**config.mk**
```make
export PLATFORM = sky130hd
export DESIGN_NAME = ocs_channel
export DESIGN_NICKNAME = d
export VERILOG_FILES = /design/src/hw/ocs_channel.v
export VERILOG_INCLUDE_DIRS = /design/src /design/src/hw
export SDC_FILE = /design/constraint.sdc
export NUM_CORES = 1
export LEC_CHECK = 0
export BUFFER_PORTS_ARGS = -buffer_cell sky130_fd_sc_hd__buf_2
export CORE_ASPECT_RATIO = 1.25
export CORE_MARGIN = 2
export CORE_UTILIZATION = 47
export CTS_CLUSTER_DIAMETER = 60
export CTS_CLUSTER_SIZE = 24
export DETAILED_ROUTE_END_ITERATION = 16
export GPL_TIMING_DRIVEN = 0
export HOLD_SLACK_MARGIN = 0.15
export PLACE_DENSITY = 0.86
export SYNTH_ARGS = -nofsm -noshare
export SYNTH_HDL_FRONTEND = slang
export SYNTH_SLANG_ARGS = --single-unit
```
**constraint.sdc**
```tcl
create_clock -name hclk -period 2.9 [get_ports hclk]
set_input_delay 0.725 -clock hclk [delete_from_list [all_inputs] [get_ports hclk]]
set_output_delay 0.725 -clock hclk [all_outputs]
set_load 0.005 [all_outputs]
```
**src/hw/ocs_defines.vh**
```
// constants for the output channel clock select block
`ifndef OCS_DEFINES_VH
`define OCS_DEFINES_VH

// register indices; byte address is four times the index
`define OCS_CTL_IDX      8'h25
`define OCS_DIV_IDX      8'h26
`define OCS_STAT_IDX     8'h27
`define OCS_IDX_HI       9
`define OCS_IDX_LO       2
`define OCS_ADDR_TOP     22'h000000
`define OCS_TOP_HI       31
`define OCS_TOP_LO       10
`define OCS_ALIGN_HI     1
`define OCS_ALIGN_OK     2'h0
`define OCS_REG_HI       7

// control register fields
`define OCS_SRC_HI       7
`define OCS_SRC_LO       6
`define OCS_FMT_HI       5
`define OCS_FMT_LO       4
`define OCS_MA_HI        3
`define OCS_MA_LO        2
`define OCS_MB_HI        1
`define OCS_MB_LO        0

// reset values
`define OCS_CTL_RST      8'h18
`define OCS_DIV_RST      8'h02

// source select codes
`define OCS_SRC_SYN1     2'h0
`define OCS_SRC_SYN2     2'h1
`define OCS_SRC_PRI      2'h2
`define OCS_SRC_SEC      2'h3

// format codes
`define OCS_FMT_OFF      2'h0
`define OCS_FMT_ACDIFF   2'h1
`define OCS_FMT_HCSL     2'h2
`define OCS_FMT_CMOS     2'h3

// single-ended pin states
`define OCS_PIN_TRI      2'h0
`define OCS_PIN_LOW      2'h1
`define OCS_PIN_INV      2'h2
`define OCS_PIN_TRUE     2'h3

// synchroniser lanes
`define OCS_NSYNC        7
`define OCS_L_SYN1       0
`define OCS_L_SYN2       1
`define OCS_L_PRI        2
`define OCS_L_SEC        3
`define OCS_L_PRI2       4
`define OCS_L_SEC2       5
`define OCS_L_DBL        6

// ahb
`define OCS_HRESP_OKAY   1'b0
`define OCS_ZERO8        8'h00
`define OCS_ZERO24       24'h000000
`define OCS_ONE8         8'h01
`define OCS_ZERO3        3'h0

`endif

```
**src/hw/ocs_channel.v**
```verilog
// output channel clock select, divider and driver control with ahb-lite registers
//
// Operation
// - bits 7:6 pick synthesizer one, synthesizer two, primary or secondary reference; reset 0.
// - with doubler on, reference selections deliver the doubled reference clock.
// - a reference selection bypasses the output divider entirely.
// - bits 5:4 choose off, ac differential, hcsl or cmos; reset 1.
// - differential formats: bits 3:2 set tail current code; reset 2.
// - cmos: bits 3:2 set positive pin tri, low, inverted or true.
// - hcsl: bits 1:0 set load termination code; reset 0.
// - cmos: bits 1:0 set negative pin with the same four states.
// - 8-bit divider, ratio is value plus one, 1 to 256; reset 0x02.
// - divider acts only on synthesizer sources, never on a reference.
//
// Register access over AHB-Lite was left to the implementer.
`timescale 1ns/1ps
`include "ocs_defines.vh"
`default_nettype none

module ocs_channel (
    input  wire        hclk,
    input  wire        hresetn,
    input  wire        clk_en,
    input  wire        hsel,
    input  wire [31:0] haddr,
    input  wire [1:0]  htrans,
    input  wire        hwrite,
    input  wire [2:0]  hsize,
    input  wire [31:0] hwdata,
    input  wire        hready,
    output wire        hreadyout,
    output reg  [31:0] hrdata,
    output wire        hresp,
    input  wire        first_synthesizer,
    input  wire        second_synthesizer,
    input  wire        pri_ref_clk,
    input  wire        sec_ref_clk,
    input  wire        pri_ref_x2_clk,
    input  wire        sec_ref_x2_clk,
    input  wire        doubler_en,
    output reg         chan_clk_q,
    output reg         diff_clk_q,
    output reg         diff_en_q,
    output reg  [1:0]  drv_format_q,
    output reg  [1:0]  tail_sel_q,
    output reg  [1:0]  load_sel_q,
    output reg         out_p_q,
    output reg         out_p_oe_q,
    output reg         out_n_q,
    output reg         out_n_oe_q
);

    // register state
    reg  [7:0]  ctl_q;
    reg  [7:0]  ctl_d;
    reg  [7:0]  div_q;
    reg  [7:0]  div_d;

    // ahb data-phase capture
    reg         wr_pend_q;
    reg  [7:0]  wr_idx_q;
    reg         rd_sel;
    reg  [7:0]  rd_idx;
    reg  [31:0] hrdata_d;

    // synchroniser and clock path
    wire [`OCS_NSYNC-1:0] raw_in;
    reg  [`OCS_NSYNC-1:0] sync1_q;
    reg  [`OCS_NSYNC-1:0] sync2_q;
    reg         src_prev_q;
    reg  [7:0]  cnt_q;
    reg  [7:0]  cnt_d;
    reg         div_clk_q;
    reg         div_clk_d;

    wire [1:0]  src_sel;
    wire [1:0]  fmt_sel;
    wire [1:0]  mode_a;
    wire [1:0]  mode_b;
    wire        dbl_on;
    wire        is_ref;
    wire        src_lvl;
    wire        src_rise;
    wire [7:0]  half;
    wire        clk_sel;
    wire [7:0]  stat_val;

    // next values for the driver outputs
    reg         chan_clk_d;
    reg         diff_clk_d;
    reg         diff_en_d;
    reg  [1:0]  tail_sel_d;
    reg  [1:0]  load_sel_d;
    reg         out_p_d;
    reg         out_p_oe_d;
    reg         out_n_d;
    reg         out_n_oe_d;

    assign raw_in[`OCS_L_SYN1] = first_synthesizer;
    assign raw_in[`OCS_L_SYN2] = second_synthesizer;
    assign raw_in[`OCS_L_PRI]  = pri_ref_clk;
    assign raw_in[`OCS_L_SEC]  = sec_ref_clk;
    assign raw_in[`OCS_L_PRI2] = pri_ref_x2_clk;
    assign raw_in[`OCS_L_SEC2] = sec_ref_x2_clk;
    assign raw_in[`OCS_L_DBL]  = doubler_en;

    // no wait states, but a frozen block must stall the bus so no write is lost
    assign hreadyout = clk_en;
    assign hresp     = `OCS_HRESP_OKAY;

    // ---------------- bus slave ----------------

    // address phase decode: only aligned words at the mapped indices answer
    always @* begin
        rd_sel = 1'b0;
        rd_idx = haddr[`OCS_IDX_HI:`OCS_IDX_LO];
        if (hsel && hready && htrans[1] && !hwrite) begin
            rd_sel = 1'b1;
        end
    end

    // write lands in the data phase
    always @* begin
        ctl_d = ctl_q;
        div_d = div_q;
        if (wr_pend_q) begin
            if (wr_idx_q == `OCS_CTL_IDX) begin
                ctl_d = hwdata[`OCS_REG_HI:0];
            end
            if (wr_idx_q == `OCS_DIV_IDX) begin
                div_d = hwdata[`OCS_REG_HI:0];
            end
        end
    end

    // status: format active, reference selected, doubled reference in use, source
    assign stat_val = {`OCS_ZERO3, src_sel, dbl_on && is_ref, is_ref, fmt_sel != `OCS_FMT_OFF};

    // read data uses next register values so a write then read sees new data
    always @* begin
        hrdata_d = hrdata;
        if (rd_sel) begin
            hrdata_d = {`OCS_ZERO24, `OCS_ZERO8};
            if ((haddr[`OCS_TOP_HI:`OCS_TOP_LO] == `OCS_ADDR_TOP) &&
                (haddr[`OCS_ALIGN_HI:0] == `OCS_ALIGN_OK)) begin
                case (rd_idx)
                    `OCS_CTL_IDX: begin
                        hrdata_d = {`OCS_ZERO24, ctl_d};
                    end
                    `OCS_DIV_IDX: begin
                        hrdata_d = {`OCS_ZERO24, div_d};
                    end
                    `OCS_STAT_IDX: begin
                        hrdata_d = {`OCS_ZERO24, stat_val};
                    end
                    default: begin
                        hrdata_d = {`OCS_ZERO24, `OCS_ZERO8};
                    end
                endcase
            end
        end
    end

    always @(posedge hclk or negedge hresetn) begin
        if (!hresetn) begin
            ctl_q     <= `OCS_CTL_RST;
            div_q     <= `OCS_DIV_RST;
            wr_pend_q <= 1'b0;
            wr_idx_q  <= `OCS_ZERO8;
            hrdata    <= {`OCS_ZERO24, `OCS_ZERO8};
        end else if (clk_en) begin
            ctl_q     <= ctl_d;
            div_q     <= div_d;
            hrdata    <= hrdata_d;
            wr_pend_q <= 1'b0;
            if (hsel && hready && htrans[1] && hwrite &&
                (haddr[`OCS_TOP_HI:`OCS_TOP_LO] == `OCS_ADDR_TOP) &&
                (haddr[`OCS_ALIGN_HI:0] == `OCS_ALIGN_OK)) begin
                wr_pend_q <= 1'b1;
                wr_idx_q  <= haddr[`OCS_IDX_HI:`OCS_IDX_LO];
            end
        end
    end

    // ---------------- input synchronisers ----------------

    // clocks arrive from other domains; sampled, so only slow sources are faithful
    genvar gi;
    generate
        for (gi = 0; gi < `OCS_NSYNC; gi = gi + 1) begin : g_sync
            always @(posedge hclk or negedge hresetn) begin
                if (!hresetn) begin
                    sync1_q[gi] <= 1'b0;
                    sync2_q[gi] <= 1'b0;
                end else if (clk_en) begin
                    sync1_q[gi] <= raw_in[gi];
                    sync2_q[gi] <= sync1_q[gi];
                end
            end
        end
    endgenerate

    // ---------------- source mux and divider ----------------

    assign src_sel = ctl_q[`OCS_SRC_HI:`OCS_SRC_LO];
    assign fmt_sel = ctl_q[`OCS_FMT_HI:`OCS_FMT_LO];
    assign mode_a  = ctl_q[`OCS_MA_HI:`OCS_MA_LO];
    assign mode_b  = ctl_q[`OCS_MB_HI:`OCS_MB_LO];
    assign dbl_on  = sync2_q[`OCS_L_DBL];
    assign is_ref  = (src_sel == `OCS_SRC_PRI) || (src_sel == `OCS_SRC_SEC);

    assign src_lvl = (src_sel == `OCS_SRC_SYN1) ? sync2_q[`OCS_L_SYN1] :
                     (src_sel == `OCS_SRC_SYN2) ? sync2_q[`OCS_L_SYN2] :
                     (src_sel == `OCS_SRC_PRI)  ? (dbl_on ? sync2_q[`OCS_L_PRI2] : sync2_q[`OCS_L_PRI]) :
                                                  (dbl_on ? sync2_q[`OCS_L_SEC2] : sync2_q[`OCS_L_SEC]);

    assign src_rise = src_lvl && !src_prev_q;

    // high for the first half of each period; odd ratios sit low one edge longer
    assign half = ({1'b0, div_q[7:1]}) + {7'h00, div_q[0]};

    // counter wraps at the field value: ratio is value plus one
    always @* begin
        cnt_d     = cnt_q;
        div_clk_d = div_clk_q;
        if (src_rise) begin
            if (cnt_q >= div_q) begin
                cnt_d = `OCS_ZERO8;
            end else begin
                cnt_d = cnt_q + `OCS_ONE8;
            end
            div_clk_d = (cnt_d < half);
        end
    end

    // ratio one and reference sources pass the level straight through
    assign clk_sel = (is_ref || (div_q == `OCS_ZERO8)) ? src_lvl : div_clk_q;

    always @(posedge hclk or negedge hresetn) begin
        if (!hresetn) begin
            src_prev_q <= 1'b0;
            cnt_q      <= `OCS_ZERO8;
            div_clk_q  <= 1'b0;
        end else if (clk_en) begin
            src_prev_q <= src_lvl;
            if (is_ref) begin
                cnt_q     <= `OCS_ZERO8;
                div_clk_q <= 1'b0;
            end else begin
                cnt_q     <= cnt_d;
                div_clk_q <= div_clk_d;
            end
        end
    end

    // ---------------- output driver control ----------------

    always @* begin
        chan_clk_d = 1'b0;
        diff_clk_d = 1'b0;
        diff_en_d  = 1'b0;
        tail_sel_d = 2'h0;
        load_sel_d = 2'h0;
        out_p_d    = 1'b0;
        out_p_oe_d = 1'b0;
        out_n_d    = 1'b0;
        out_n_oe_d = 1'b0;
        case (fmt_sel)
            `OCS_FMT_OFF: begin
                chan_clk_d = 1'b0;
            end
            `OCS_FMT_ACDIFF: begin
                chan_clk_d = clk_sel;
                diff_clk_d = clk_sel;
                diff_en_d  = 1'b1;
                tail_sel_d = mode_a;
            end
            `OCS_FMT_HCSL: begin
                chan_clk_d = clk_sel;
                diff_clk_d = clk_sel;
                diff_en_d  = 1'b1;
                tail_sel_d = mode_a;
                load_sel_d = mode_b;
            end
            `OCS_FMT_CMOS: begin
                chan_clk_d = clk_sel;
                case (mode_a)
                    `OCS_PIN_TRI: begin
                        out_p_oe_d = 1'b0;
                    end
                    `OCS_PIN_LOW: begin
                        out_p_oe_d = 1'b1;
                    end
                    `OCS_PIN_INV: begin
                        out_p_oe_d = 1'b1;
                        out_p_d    = !clk_sel;
                    end
                    default: begin
                        out_p_oe_d = 1'b1;
                        out_p_d    = clk_sel;
                    end
                endcase
                case (mode_b)
                    `OCS_PIN_TRI: begin
                        out_n_oe_d = 1'b0;
                    end
                    `OCS_PIN_LOW: begin
                        out_n_oe_d = 1'b1;
                    end
                    `OCS_PIN_INV: begin
                        out_n_oe_d = 1'b1;
                        out_n_d    = !clk_sel;
                    end
                    default: begin
                        out_n_oe_d = 1'b1;
                        out_n_d    = clk_sel;
                    end
                endcase
            end
            default: begin
                chan_clk_d = 1'b0;
            end
        endcase
    end

    always @(posedge hclk or negedge hresetn) begin
        if (!hresetn) begin
            chan_clk_q   <= 1'b0;
            diff_clk_q   <= 1'b0;
            diff_en_q    <= 1'b0;
            drv_format_q <= 2'h0;
            tail_sel_q   <= 2'h0;
            load_sel_q   <= 2'h0;
            out_p_q      <= 1'b0;
            out_p_oe_q   <= 1'b0;
            out_n_q      <= 1'b0;
            out_n_oe_q   <= 1'b0;
        end else if (clk_en) begin
            chan_clk_q   <= chan_clk_d;
            diff_clk_q   <= diff_clk_d;
            diff_en_q    <= diff_en_d;
            drv_format_q <= fmt_sel;
            tail_sel_q   <= tail_sel_d;
            load_sel_q   <= load_sel_d;
            out_p_q      <= out_p_d;
            out_p_oe_q   <= out_p_oe_d;
            out_n_q      <= out_n_d;
            out_n_oe_q   <= out_n_oe_d;
        end
    end

endmodule // ocs_channel

`default_nettype wire

```
==> summary.md <==
| Metric | Value |
|---|---|
| Run status | completed |
| Root buffer cell | clkbuf_8 |
| Width of the chip | slightly below 90 µm |
| Routed wire length | between 9000 and 10000 µm |
| DRC | 0 |
| FILL cells | 719 |
| Fin crit share | a little over nine tenths |
| Dpl hpwl | between 6000 and 7000 µm |
| DR WL/cell | 15.1 µm |
| DR iter-0 viols | 152 |
| Post-layout min period | roughly 2800 ps |
| Post-synth EDFFs | 0 |
| Startpoint types | flop |
| Warnings, synthesis | 0 |
| Syn_area_per_cell | approximately 11 µm² |
| Max_slew headroom | about 38% |
| Fin util | approximately three fifths |
| DP Area | around 4700 µm² |
| Worst vdd ir | between 0.0003 and 0.0004 V |
| Reg area | 1760 µm² |
| Multi-input logic area | 2130 µm² |
| Worst hold path type | input port to asynchronous set/reset pin |
| Largest net degree at the start of global routing | roughly 70 |
| GRT Residual Overflow | 0 |
| Most frequent cells in the layout | buf_2 (75), dfrtp_1 (64), mux2_2 (43) |
| NumNets Final | between 500 and 600 |
| Synthesized instance count | roughly 380 |
| Leading area contributor after synthesis | dfrtp_1 |
| TritonCTS clock tree | built |
| Max Buffers Root-to-Sink | 2 |
| Routed Antenna Nets | 0 |
| Required time worst endpoint | 3190 ps |
| Max-cap viol count | 0 |
| Most used DFF post-synth | dfrtp_1 |
| Final setup vio count | 0 |
| Max-slew violation count | 0 |
| CORE AREA | between 8000 and 9000 µm² |
| Data arrival, critical path | just over 3000 ps |
| RePlAce Congestion | ~0.9 |
| Share of flip-flops with an asynchronous set or reset | 100% |
| First-pass GRT wire length | roughly 15000 µm |
| Antenna violations before repair | 0 |
| CP Capture Type | flop |
| Clk_lat worst skew | between 300 and 400 ps |
| Synthesized area | 4130 µm² |
| Die area | ~9600 µm² |
| Most common cell after layout, fill and taps aside | buf_2 |
| Top cells by area, synth | dfrtp_1 (41%), mux2_2 (12%), ha_1 (6.7%) |
| Layout cell share with drive strength beyond 1 | 40.9% |
| Post-synthesis cell type count | 56 |
| Initial cell density of the core | about half |
| Share of power burned in registers | about half |
| Number of diodes | 0 |
| Io pins | around 130 |
| Row count | 38 |
| Int Power | ~0.0016 W |
| Switch share | 25.6% |
| Sequential element share of the synthesized area | 42.5% |
| Clock-pin slew of the registers on the worst-case setup and hold paths | ~90 ps |
| Slew @ Worst Pin | roughly 920 ps |
| Vias in the first global route | 3118 |
| FF+latch count, synth | 70 |
| Buffers on Ports | 75 |
| Layout Skew | around 17 ps |
| Comb pwr share | a little under an eighth |
| CTS hold repair buffers | 0 |
| CTS Buf Count | 9 |
| F_max | 0.355 GHz |
| Pwr per Cell Area | slightly above 400 nW/µm² |
| Syn-to-layout area delta | 22.2% |
| Vias per cell | about 5.2 |
| Worst-path fanout max | 8 |
| Via Count | roughly 3200 |
| DR pass1 iterations | 4 |
| R2r worst-path depth | 12 |
| Die Y | between 100 and 150 µm |
| Setup CP Type | flop to flop |
| GRT Util Overall | between 20% and 30% |
| Max H-tree Level | 3 |
| Clock power frac | 38.5% |
| Top cell type's share of synthesized area | approximately 41% |
| Fin area | a little over 5000 µm² |
| Final hold vios | 0 |
| Clock sink count | 70 |
| Net Sw Power | roughly 0.00054 W |
| Leak | 2.48 nW |
layout make-up:
| class | count | area share (%) |
|---|---|---|
| multi-input cells | 267 | 42.3 |
| flip-flops and latches | 70 | 34.9 |
| inverters | 25 | 1.86 |
| repair buffers | 84 | 8.82 |
| clock buffers | 11 | 2.80 |
| plain buffers | 37 | 5.23 |
| clock inverters | 5 | 1.17 |
| well taps | 120 | 2.97 |
cell usage after synthesis (3+ instances only):
master and instances:
dfrtp_1 67, mux2_2 43, buf_4 27, inv_1 25
ha_1 22, nand3_1 21, nor2_1 17, nand2_1 15
mux2i_1 13, o21ai_0 10, a22o_1 8, o21ai_2 8
a21oi_1 7, xor2_1 7, clkbuf_1 6, nor4_1 6
xnor2_1 6, a21o_1 5, and3_1 4, o22a_1 4
buf_6 3, dfstp_2 3, nand4_1 3, nor2b_1 3
state kept, by name, indices dropped and copies added (netlist names):
register and flops:
cnt_q 8, ctl_q 8, div_q 8, hrdata 8, wr_idx_q 8, sync1_q 7
sync2_q 6, drv_format_q 2, load_sel_q 2, tail_sel_q 2, chan_clk_q 1, dbl_on 1
diff_clk_q 1, diff_en_q 1, div_clk_q 1, out_n_oe_q 1, out_n_q 1, out_p_oe_q 1
out_p_q 1, src_prev_q 1, wr_pend_q 1
stage by stage:
| stage | TNS (ps) | total power (W) | worst slack (ps) | instances | hold WS (ps) |
|---|---|---|---|---|---|
| after floorplan | 0 | 0.00120 | 180 | 401 | 429 |
| after global placement | -196 | 0.00130 | -196 | 596 | 459 |
| after detailed placement | -293 | 0.00131 | -293 | 596 | 464 |
| after CTS | 0 | 0.00210 | 0.929 | 611 | 481 |
| after global routing | -62.0 | 0.00218 | -62.0 | 619 | 501 |
| final | 0 | 0.00210 | 79.3 | 619 | 479 |
worst max-delay path, cell delays in order (launching register included):
cell and delay (ps):
dfstp_2 560, inv_1 70, ha_1 200, or4_4 440
a21oi_4 170, o31ai_4 110, nor2_2 170, ha_1 260
a21o_1 170, a21o_1 170, a21oi_1 160, a32oi_1 120
nor2_1 150
repair_timing:
action	CTS	global route
pin swaps	1	3
hold endpoints to repair	0	0
gates resized for setup	4	6
setup buffers	1	8
gates cloned	0	0
endpoints found under the setup margin	1	1
power groups by stage:
stage | combinational, W | clock, W | sequential [W]
global route | 0.000265 | 0.000861 | 0.00106
global placement | 0.000228 | 0 | 0.00107
finish | 0.000237 | 0.000808 | 0.00105
floorplan | 0.000137 | 0 | 0.00106
detailed placement | 0.000237 | 0 | 0.00107
CTS | 0.000238 | 0.000813 | 0.00105
worst paths after layout:
path                       slack (ps)                  start                    end
max                                80   div_q[1]$_DFFE_PN1P_  div_clk_q$_DFFE_PN0P_
min                               480                hresetn   cnt_q[3]$_DFFE_PN0P_
max reg2reg                        80   div_q[1]$_DFFE_PN1P_  div_clk_q$_DFFE_PN0P_
min reg2reg                       480  hrdata[7]$_DFFE_PN0P_  hrdata[7]$_DFFE_PN0P_
max in group asynchronous        1790                hresetn   div_q[3]$_DFFE_PN0P_
min in group hclk                 480  hrdata[7]$_DFFE_PN0P_  hrdata[7]$_DFFE_PN0P_
logic make-up (layout without fill, tap and decap cells):
kind of cell    Yosys count  count (layout)  synth area share, %
simple gates             91              91                 12.6
mux                      59              59                 16.0
fa+ha+maj                22              22                 6.66
compound gates           57              57                 10.6
xor+xnor                 13              13                 2.76
other cells               1              25               0.0908
buf+inv                  64             162                 8.84
flops                    70              70                 42.5
metal layers:
metal  part of all wire, %  vias to the layer above  wire [µm]  GRT usage [%]
li1                      -                     1537          -              -
met1                    40                     1587       3770           24.7
met2                    53                       97       4910           34.3
met3                   4.7                       19        437           4.84
met4                   2.2                        0        210           7.25
met5                     0                        -          0              0
Power figures use the tool's default switching activity.
